--- src/verilog/rfis_regs.svh ---
// register indices, bit positions and thresholds of the event status block
`ifndef RFIS_REGS_SVH
`define RFIS_REGS_SVH

// register indices; byte address is four times the index
`define RFIS_IDX_MASK_MAIN 6'h16
`define RFIS_IDX_MASK_TFE 6'h17
`define RFIS_IDX_MASK_ERW 6'h18
`define RFIS_IDX_MAIN 6'h1a
`define RFIS_IDX_TFE 6'h1b
`define RFIS_IDX_ERW 6'h1c

// main event status bits
`define RFIS_B_OSC 7
`define RFIS_B_FIFO 6
`define RFIS_B_RXS 5
`define RFIS_B_RXE 4
`define RFIS_B_TXE 3
`define RFIS_B_COL 2
`define RFIS_B_RST 1
`define RFIS_B_RSVD 0

// timer and field event status bits
`define RFIS_B_DCT 7
`define RFIS_B_NRT 6
`define RFIS_B_GPT 5
`define RFIS_B_EON 4
`define RFIS_B_EOF 3
`define RFIS_B_CAC 2
`define RFIS_B_CAT 1
`define RFIS_B_RATE 0

// error and wake-up event status bits
`define RFIS_B_CRC 7
`define RFIS_B_PAR 6
`define RFIS_B_SOFT 5
`define RFIS_B_HARD 4
`define RFIS_B_WT 3
`define RFIS_B_WAM 2
`define RFIS_B_WPH 1
`define RFIS_B_WCAP 0

`define RFIS_STATUS_RST 8'h00
`define RFIS_MASK_RST 8'h00
`define RFIS_FIFO_RX_HI 10'h12c
`define RFIS_FIFO_TX_LO 10'h0c8

`endif

--- src/verilog/rfis_pkg.sv ---
// types shared by the event status block
`default_nettype none
package rfis_pkg;

	typedef logic [7:0] rfis_byte_t;

	typedef enum logic [2:0] {
		RFIS_SEL_NONE,
		RFIS_SEL_MAIN,
		RFIS_SEL_TFE,
		RFIS_SEL_ERW,
		RFIS_SEL_MASK_MAIN,
		RFIS_SEL_MASK_TFE,
		RFIS_SEL_MASK_ERW
	} rfis_sel_e;

endpackage
`default_nettype wire

--- src/verilog/rfis_top.sv ---
// event status registers with read-to-clear, masks and request output
//
// Local design decision: the APB register port.
`timescale 1ns/1ns
`default_nettype none
`include "rfis_regs.svh"

module rfis_top
	import rfis_pkg::*;
(
	input wire logic pclk,
	input wire logic presetn,
	input wire logic ce,
	input wire logic psel,
	input wire logic penable,
	input wire logic pwrite,
	input wire logic [7:0] paddr,
	input wire logic [31:0] pwdata,
	output logic [31:0] prdata,
	output logic pready,
	output logic pslverr,
	input wire logic osc_en,
	input wire logic osc_stable,
	input wire logic rx_active,
	input wire logic tx_active,
	input wire logic [9:0] fifo_count,
	input wire logic rx_start,
	input wire logic rx_end,
	input wire logic tx_done,
	input wire logic bit_collision,
	input wire logic emd_restart,
	input wire logic dcmd_done,
	input wire logic nrt_expired,
	input wire logic gpt_expired,
	input wire logic ext_field_on,
	input wire logic ext_field_off,
	input wire logic ca_collision,
	input wire logic ca_guard_done,
	input wire logic target_mode,
	input wire logic target_rate_found,
	input wire logic crc_err,
	input wire logic parity_err,
	input wire logic soft_framing_flag,
	input wire logic hard_framing_flag,
	input wire logic wake_timeout,
	input wire logic wake_every_timeout,
	input wire logic wake_amp_delta,
	input wire logic wake_phase_delta,
	input wire logic wake_cap_delta,
	output logic irq
);

	// ==========================================================
	// bus decode

	rfis_byte_t status_q [3];
	rfis_byte_t mask_q [3];
	rfis_byte_t set_v [3];
	rfis_byte_t clr_v [3];
	rfis_byte_t rd_byte;
	rfis_sel_e sel;
	logic [31:0] prdata_q;
	logic pready_q;
	logic pslverr_q;
	logic irq_q;
	logic setup;
	logic acc_done;
	logic osc_cond;
	logic osc_cond_q;
	logic lvl_cond;
	logic lvl_cond_q;
	logic any_pending;

	assign setup = psel & ~penable;
	assign acc_done = psel & penable & pready_q;

	always_comb begin
		case (paddr[7:2])
			`RFIS_IDX_MAIN: sel = RFIS_SEL_MAIN;
			`RFIS_IDX_TFE: sel = RFIS_SEL_TFE;
			`RFIS_IDX_ERW: sel = RFIS_SEL_ERW;
			`RFIS_IDX_MASK_MAIN: sel = RFIS_SEL_MASK_MAIN;
			`RFIS_IDX_MASK_TFE: sel = RFIS_SEL_MASK_TFE;
			`RFIS_IDX_MASK_ERW: sel = RFIS_SEL_MASK_ERW;
			default: sel = RFIS_SEL_NONE;
		endcase
		if (paddr[1:0] != 2'h0) begin
			sel = RFIS_SEL_NONE;
		end
	end

	always_comb begin
		case (sel)
			RFIS_SEL_MAIN: rd_byte = status_q[0];
			RFIS_SEL_TFE: rd_byte = status_q[1];
			RFIS_SEL_ERW: rd_byte = status_q[2];
			RFIS_SEL_MASK_MAIN: rd_byte = mask_q[0];
			RFIS_SEL_MASK_TFE: rd_byte = mask_q[1];
			RFIS_SEL_MASK_ERW: rd_byte = mask_q[2];
			default: rd_byte = 8'h00;
		endcase
	end

	// ==========================================================
	// bus answer
	// zero wait states: ready rises in the first access cycle

	always_ff @(posedge pclk or negedge presetn) begin
		if (!presetn) begin
			pready_q <= 1'b0;
		end else if (ce) begin
			pready_q <= setup;
		end
	end

	// read data is captured at setup, before the clear lands
	always_ff @(posedge pclk or negedge presetn) begin
		if (!presetn) begin
			prdata_q <= 32'h0000_0000;
		end else if (ce && setup) begin
			prdata_q <= pwrite ? 32'h0000_0000 : {24'h00_0000, rd_byte};
		end
	end

	always_ff @(posedge pclk or negedge presetn) begin
		if (!presetn) begin
			pslverr_q <= 1'b0;
		end else if (ce && setup) begin
			pslverr_q <= (sel == RFIS_SEL_NONE);
		end
	end

	// ==========================================================
	// event conditions

	// oscillator and fifo level are levels; flag only their rise
	assign osc_cond = osc_en & osc_stable;
	assign lvl_cond = (rx_active & (fifo_count > `RFIS_FIFO_RX_HI))
		| (tx_active & (fifo_count < `RFIS_FIFO_TX_LO));

	always_ff @(posedge pclk or negedge presetn) begin
		if (!presetn) begin
			osc_cond_q <= 1'b0;
			lvl_cond_q <= 1'b0;
		end else if (ce) begin
			osc_cond_q <= osc_cond;
			lvl_cond_q <= lvl_cond;
		end
	end

	always_comb begin
		set_v[0] = 8'h00;
		set_v[0][`RFIS_B_OSC] = osc_cond & ~osc_cond_q;
		set_v[0][`RFIS_B_FIFO] = lvl_cond & ~lvl_cond_q;
		set_v[0][`RFIS_B_RXS] = rx_start;
		set_v[0][`RFIS_B_RXE] = rx_end;
		set_v[0][`RFIS_B_TXE] = tx_done;
		set_v[0][`RFIS_B_COL] = bit_collision;
		set_v[0][`RFIS_B_RST] = emd_restart;
		set_v[1] = 8'h00;
		set_v[1][`RFIS_B_DCT] = dcmd_done;
		set_v[1][`RFIS_B_NRT] = nrt_expired;
		set_v[1][`RFIS_B_GPT] = gpt_expired;
		set_v[1][`RFIS_B_EON] = ext_field_on;
		set_v[1][`RFIS_B_EOF] = ext_field_off;
		set_v[1][`RFIS_B_CAC] = ca_collision;
		set_v[1][`RFIS_B_CAT] = ca_guard_done;
		set_v[1][`RFIS_B_RATE] = target_mode & target_rate_found;
		set_v[2] = 8'h00;
		set_v[2][`RFIS_B_CRC] = crc_err;
		set_v[2][`RFIS_B_PAR] = parity_err;
		set_v[2][`RFIS_B_SOFT] = soft_framing_flag;
		set_v[2][`RFIS_B_HARD] = hard_framing_flag;
		set_v[2][`RFIS_B_WT] = wake_timeout & wake_every_timeout;
		set_v[2][`RFIS_B_WAM] = wake_amp_delta;
		set_v[2][`RFIS_B_WPH] = wake_phase_delta;
		set_v[2][`RFIS_B_WCAP] = wake_cap_delta;
	end

	// ==========================================================
	// status and mask registers

	always_comb begin
		clr_v[0] = {8{acc_done & ~pwrite & (sel == RFIS_SEL_MAIN)}};
		clr_v[1] = {8{acc_done & ~pwrite & (sel == RFIS_SEL_TFE)}};
		clr_v[2] = {8{acc_done & ~pwrite & (sel == RFIS_SEL_ERW)}};
	end

	for (genvar i = 0; i < 3; i++) begin : g_reg
		// the set term is or-ed after the clear so no event is lost
		always_ff @(posedge pclk or negedge presetn) begin
			if (!presetn) begin
				status_q[i] <= `RFIS_STATUS_RST;
			end else if (ce) begin
				status_q[i] <= (status_q[i] & ~clr_v[i]) | set_v[i];
			end
		end

		// masks only gate the request; status bits latch regardless
		always_ff @(posedge pclk or negedge presetn) begin
			if (!presetn) begin
				mask_q[i] <= `RFIS_MASK_RST;
			end else if (ce && acc_done && pwrite
				&& sel == rfis_sel_e'(int'(RFIS_SEL_MASK_MAIN) + i)) begin
				mask_q[i] <= pwdata[7:0];
			end
		end
	end

	// ==========================================================
	// request output

	always_comb begin
		any_pending = 1'b0;
		for (int k = 0; k < 3; k++) begin
			any_pending = any_pending | (|(status_q[k] & ~mask_q[k]));
		end
	end

	// one cycle behind the status so the pin stays glitch free
	always_ff @(posedge pclk or negedge presetn) begin
		if (!presetn) begin
			irq_q <= 1'b0;
		end else if (ce) begin
			irq_q <= any_pending;
		end
	end

	assign prdata = prdata_q;
	assign pready = pready_q;
	assign pslverr = pslverr_q;
	assign irq = irq_q;
endmodule

`default_nettype wire

--- config.mk ---
export PLATFORM = sky130hd
export DESIGN_NAME = rfis_top
export DESIGN_NICKNAME = d
export VERILOG_FILES = /design/src/verilog/rfis_pkg.sv /design/src/verilog/rfis_top.sv
export VERILOG_INCLUDE_DIRS = /design/src /design/src/verilog
export SDC_FILE = /design/constraint.sdc
export NUM_CORES = 1
export LEC_CHECK = 0
export BUFFER_PORTS_ARGS = -buffer_cell sky130_fd_sc_hd__buf_2
export CORE_MARGIN = 8
export CORE_UTILIZATION = 46
export DETAILED_ROUTE_END_ITERATION = 10
export HOLD_SLACK_MARGIN = 0.03
export PLACE_DENSITY = 0.81
export SYNTH_ARGS = -nofsm -noshare
export SYNTH_HDL_FRONTEND = slang
export SYNTH_SLANG_ARGS = --single-unit
--- constraint.sdc ---
create_clock -name pclk -period 1.3 [get_ports pclk]
set_input_delay 0 -clock pclk [delete_from_list [all_inputs] [get_ports pclk]]
set_output_delay 0 -clock pclk [all_outputs]
set_load 0.005 [all_outputs]
After elaboration in Yosys (flattened, before gate mapping)
Index checks and enable logic that the tools add are counted.
{"block": "classes", "n_lt_le_gt_ge": 2, "n_eq_ne": 12, "n_mux": 4, "bitwise_logic": 36, "reduce_logical": 11}
{"operator": "AND 8 bit", "count": 6}
{"operator": "NOT 8 bit", "count": 6}
{"operator": "one-hot mux 8 bit (6 select lines)", "count": 1}
{"operator": "equality test 6 x 5 -> 1 bit (second input constant)", "count": 6}
{"operator": "OR 8 bit", "count": 3}
{"operator": "OR reduction 8 bit", "count": 3}
{"operator": "one-hot mux 3 bit (6 select lines)", "count": 1}
{"operator": "AND 1 bit", "count": 14}
{"operator": "greater-than comparator 10 x 9 -> 1 bit (second input constant)", "count": 1}
{"operator": "< comparator 10 x 8 -> 1 bit (second input constant)", "count": 1}
{"operator": "equality test 3 bit (second input constant)", "count": 3}
{"operator": "two-way mux 8 bit", "count": 1}
{"operator": "equality test 3 x 2 -> 1 bit (second input constant)", "count": 2}
{"operator": "logical AND 1 bit", "count": 6}
{"operator": "NOT 1 bit", "count": 4}
{"operator": "equality test 3 x 1 -> 1 bit (second input constant)", "count": 1}
{"operator": "zero test 3 bit", "count": 1}
{"operator": "two-way mux 3 bit", "count": 1}
{"operator": "OR 1 bit", "count": 3}
{"operator": "nonzero test 2 bit", "count": 1}
{"block": "word_totals", "regBits": 85, "in_bits": 83, "out_inout_bits": 35}

Depth between registers and ports, before layout
{"block": "depth", "word_depth": 8, "mapped_depth": 7}

Worst setup path before layout
OpenSTA, ideal clock, no wires.
{"block": "synth_path", "path_type": "input -> register", "start": "in paddr[4]", "end": "reg mask_q[10] (netlist bit)", "t_arrival_ps": 1641, "t_required_ps": 1175, "path_slack_ps": -465, "path_stages": 7, "n_path_buf": 2, "path_cell_list": "buf_6 -> or4b_4 -> a21oi_4 -> nand3_4 -> nor2b_1 -> buf_4 -> mux2_2"}
{"block": "synth_via", "elab_chain_len": 5, "elab_cells_between_ends": 10}
{"item": "start: declaration", "line": "rfis_top.sv:17", "source": "input wire logic [7:0] paddr,"}
{"item": "equality test 6 x 5 -> 1 bit", "line": "rfis_top.sv:78", "source": "case (paddr[7:2])"}
{"item": "one-hot mux 3 bit (6 select lines) (*)", "line": "rfis_top.sv:78"}
{"item": "two-way mux 3 bit (*)", "line": "rfis_top.sv:87", "source": "if (paddr[1:0] != 2'h0) begin"}
{"item": "equality test 3 bit (*)", "line": "rfis_top.sv:204", "source": "&& sel == rfis_sel_e'(int'(RFIS_SEL_MASK_MAIN) + i)) begin"}
{"item": "logical AND 1 bit (*)", "line": "rfis_top.sv:204"}
{"item": "end signal: indexed assignment", "line": "rfis_top.sv:202", "source": "mask_q[i] <= `RFIS_MASK_RST;"}
{"item": "end signal: indexed assignment", "line": "rfis_top.sv:205", "source": "mask_q[i] <= pwdata[7:0];"}
{"item": "end: declaration", "line": "rfis_top.sv:57", "source": "rfis_byte_t mask_q [3];"}
Every way passes the cells marked *; elsewhere a longest branch is shown, timed or not.
A chain may end at the register's enable or synchronous reset.

Final worst setup path
{"block": "layout_path", "start": "in paddr[3]", "end": "reg prdata_q[1] (netlist: prdata[1])"}
{"block": "layout_via", "elab_chain_len": 6, "elab_cells_between_ends": 16}
{"item": "equality test 6 x 5 -> 1 bit", "line": "rfis_top.sv:78"}
{"item": "one-hot mux 3 bit (6 select lines) (*)", "line": "rfis_top.sv:78"}
{"item": "two-way mux 3 bit (*)", "line": "rfis_top.sv:87"}
{"item": "equality test 3 bit, or another cell as far along", "line": "rfis_top.sv:93", "source": "case (sel)"}
{"item": "one-hot mux 8 bit (6 select lines) (*)", "line": "rfis_top.sv:93"}
{"item": "two-way mux 8 bit (*)", "line": "rfis_top.sv:121", "source": "prdata_q <= pwrite ? 32'h0000_0000 : {24'h00_0000, rd_byte};"}
{"item": "end signal: assignment", "line": "rfis_top.sv:121"}
{"item": "end: declaration", "line": "rfis_top.sv:62", "source": "logic [31:0] prdata_q;"}
Marks and branches as above.

==> metrics <==
Top FF cell, synth=dfrtp_1; Power Internal=3.10 mW; fmax=0.682 GHz; RSZ-0062 raised after global routing=true; Final Skew=0.00592 ns; largest net degree at the start of global routing=62; Hold WC Path Type=input port to register; core area=7250 sq um; GRT Util Overall=21.4%; Post-DP HPWL=roughly 7.5 mm; Async SR Flop Fraction=100%; max_slew headroom=65.6%; Max-cap violations=0; failing checks=negative setup slack; sequential share of power=a little under half; Via-to-Cell Ratio=5.55; Final Max Slew Viols=0; total grt overflow=0; CTS Buf Count=9; Clk pwr share=between 40% and 50%; CTS HTree Levels=3; NetSw=985 uW; Clock Path Buffers=2; Sw Ratio=24.1%; Vias=3234; PD cells=828 nW/um^2; boundary pin count=118; Max FO, Critical Path=10; Crit. End Element=register; final setup TNS=-3.61 ns; Worst Path Required=roughly 1.5 ns; clk_lat worst skew=0.34 ns; final worst path period share=113%; WL per Instance=19.0 um; Least-Margin Pin Slew=0.511 ns; vias in the first global route=3457; buffering stage count on the worst path with inverters included=2; drt pass-1 iters=5; Synth warnings=0; Final Setup Violations=41; Worst Setup Slack, final=-0.167 ns; row count=31; type of origin of the critical path=input port; most frequent cells in the layout=buf_2 (67), dfrtp_1 (60), buf_4 (43), dlygate4sd3_1 (34), mux2_4 (25); reg-to-reg slack, setup=-0.14 ns; Synth Area per Inst=10.6 sq um; share of layout cells above drive strength 1=37.8%; Worst-path clk slew=0.07 ns; die width=102 um; Worst Path Arrival=~1.7 ns; ANT nets after route=0; gp weighted congestion=approximately 0.95; number of diodes=0; Iteration-0 DRC Markers=237; CTS tree=done; Crit-path slowest cell=or4b_4; DRC errors left=0; synth unique cells=49; clock sinks=slightly above 60; Fin Hold WS=0.0906 ns; clock root buffer=clkbuf_8; commonest non-fill, non-tap cell in the layout=buf_2; die area=10500 sq um; Layout Area Growth over Synthesis=43.4%; crit path kind=input port to register; first-pass GRT wire length=17.3 mm; nets=roughly 560; register area share after synthesis=44.4%; Tot Pwr=4.09 mW; Mapped Area=3440 sq um; delay-heaviest family, CP=simple AND/OR/NAND/NOR gates; Total Wirelength=11.1 mm; initial antenna violation count=0; Die Ht=102 um; Yosys reg bits=between 60 and 70; Post-Synthesis Cells=324; IO Port Bufs=between 60 and 70; Gate power share=12.1%; Post-synth EDFFs=0; final hold vios=0; post-route minimum period=1.47 ns; status=finished with violations; Worst IR Drop VDD=0.000698 V; Leak=2.45 nW; Initial Utilization=47.4%; critical path's largest stage delay=approximately 0.57 ns; crit path cell chain=buf_6 > or4b_4 > a21oi_4 > buf_8 > mux2i_1 > nor2_1 > a211o_1
stage by stage:
| step | utilization (%) | instances | instance area [sq um] | setup WS [ns] |
|---|---|---|---|---|
| 4_1_cts | 67.2 | 583 | 4870 | -0.119 |
| 2_1_floorplan | - | 347 | 3590 | -0.440 |
| 3_5_place_dp | 58.5 | 530 | 4240 | -0.532 |
| 5_1_grt | 68.0 | 583 | 4930 | -0.223 |
| 3_3_place_gp | 58.5 | 530 | 4240 | -0.468 |
| 6_report | 68.0 | 583 | 4930 | -0.167 |
power groups by stage:
stage / combinational (mW) / sequential (mW) / clock [mW]
after CTS: 0.479 / 1.92 / 1.69
after floorplan: 0.217 / 1.96 / 0
after global placement: 0.384 / 1.96 / 0
after detailed placement: 0.393 / 1.96 / 0
after global routing: 0.542 / 1.93 / 1.78
final: 0.495 / 1.92 / 1.67
metal layers:
metal	GRT usage, %	part of all wire [%]	routed length (um)
met1	25.6	41	4540
met2	36.2	49	5440
met3	4.50	7.7	852
met4	9.37	2.3	257
met5	0	0	0
final timing paths:
path                                from      endpoint  cells past startpoint
min                        fifo_count[9]  status_q[22]                      4
max in group asynchronous        presetn   status_q[4]                      3
max reg2reg                 status_q[21]           irq                      5
max                             paddr[3]     prdata[1]                      7
min reg2reg                      pslverr       pslverr                      1
min in group asynchronous        presetn   status_q[6]                      3
kinds of logic (layout without fill, tap and decap cells):
family	Yosys count	in the layout	synth area share [%]
xor+xnor	1	1	0.255
other cells	1	24	0.109
compound gates	86	86	19.5
buf+inv	61	198	9.83
flops	61	61	44.4
simple gates	73	73	13.0
mux	41	41	12.9
sequential cells by signal, indices dropped and copies added (netlist names):
name,cells
irq,1
lvl_cond_q,1
mask_q,24
osc_cond_q,1
prdata,8
pready,1
pslverr,1
status_q,24
cells in the mapped netlist (2+ instances only):
master     instances  area (sq um)
a22oi_1            5          37.5
nand2b_1           4          25.0
a21oi_1            8          40.0
a2111o_1           3          33.8
a211o_1            5          43.8
a221oi_1           3          26.3
mux2_2            27           304
a32o_1             4          40.0
dfrtp_1           61          1530
inv_1             25          93.8
clkbuf_1           9          33.8
a22o_1            22           193
nand3b_1           5          37.5
nor2_1            17          63.8
buf_4             25           188
nor2_4             2          22.5
and2_1             5          31.3
nand2_1           12          45.0
nor2b_1            5          31.3
nand4_1            2          12.5
o2111ai_1          3          26.3
mux2i_1           14           140
buf_6              2          22.5
and3b_1            7          61.3
o21ai_0            8          40.0
a21o_1             4          30.0
nor3b_1            3          22.5
nor3_1             2          10.0
o22ai_1           12          75.1
tightest hold or removal path: cells and delay by family:
| family | cells | cell delay [ns] |
|---|---|---|
| AOI/OAI and AO/OA | 3 | 0.31 |
| buffers and inverters | 1 | 0.09 |
layout make-up:
cell class | instances | area [sq um]
Fill cell | 549 | 2320
Multi-Input combinational cell | 225 | 1810
Sequential cell | 61 | 1530
Timing Repair Buffer | 157 | 1180
Clock buffer | 12 | 145
Tap cell | 99 | 124
Inverter | 25 | 93.8
Clock inverter | 4 | 47.5
repair_timing:
item	in CTS	in global routing
resized for setup	23	14
setup endpoints to repair	47	55
buffers inserted	3	0
hold buffers	34	0
gates cloned	0	0
pin swaps	7	5
hold endpoints to repair	108	0
Power figures use the tool's default switching activity.
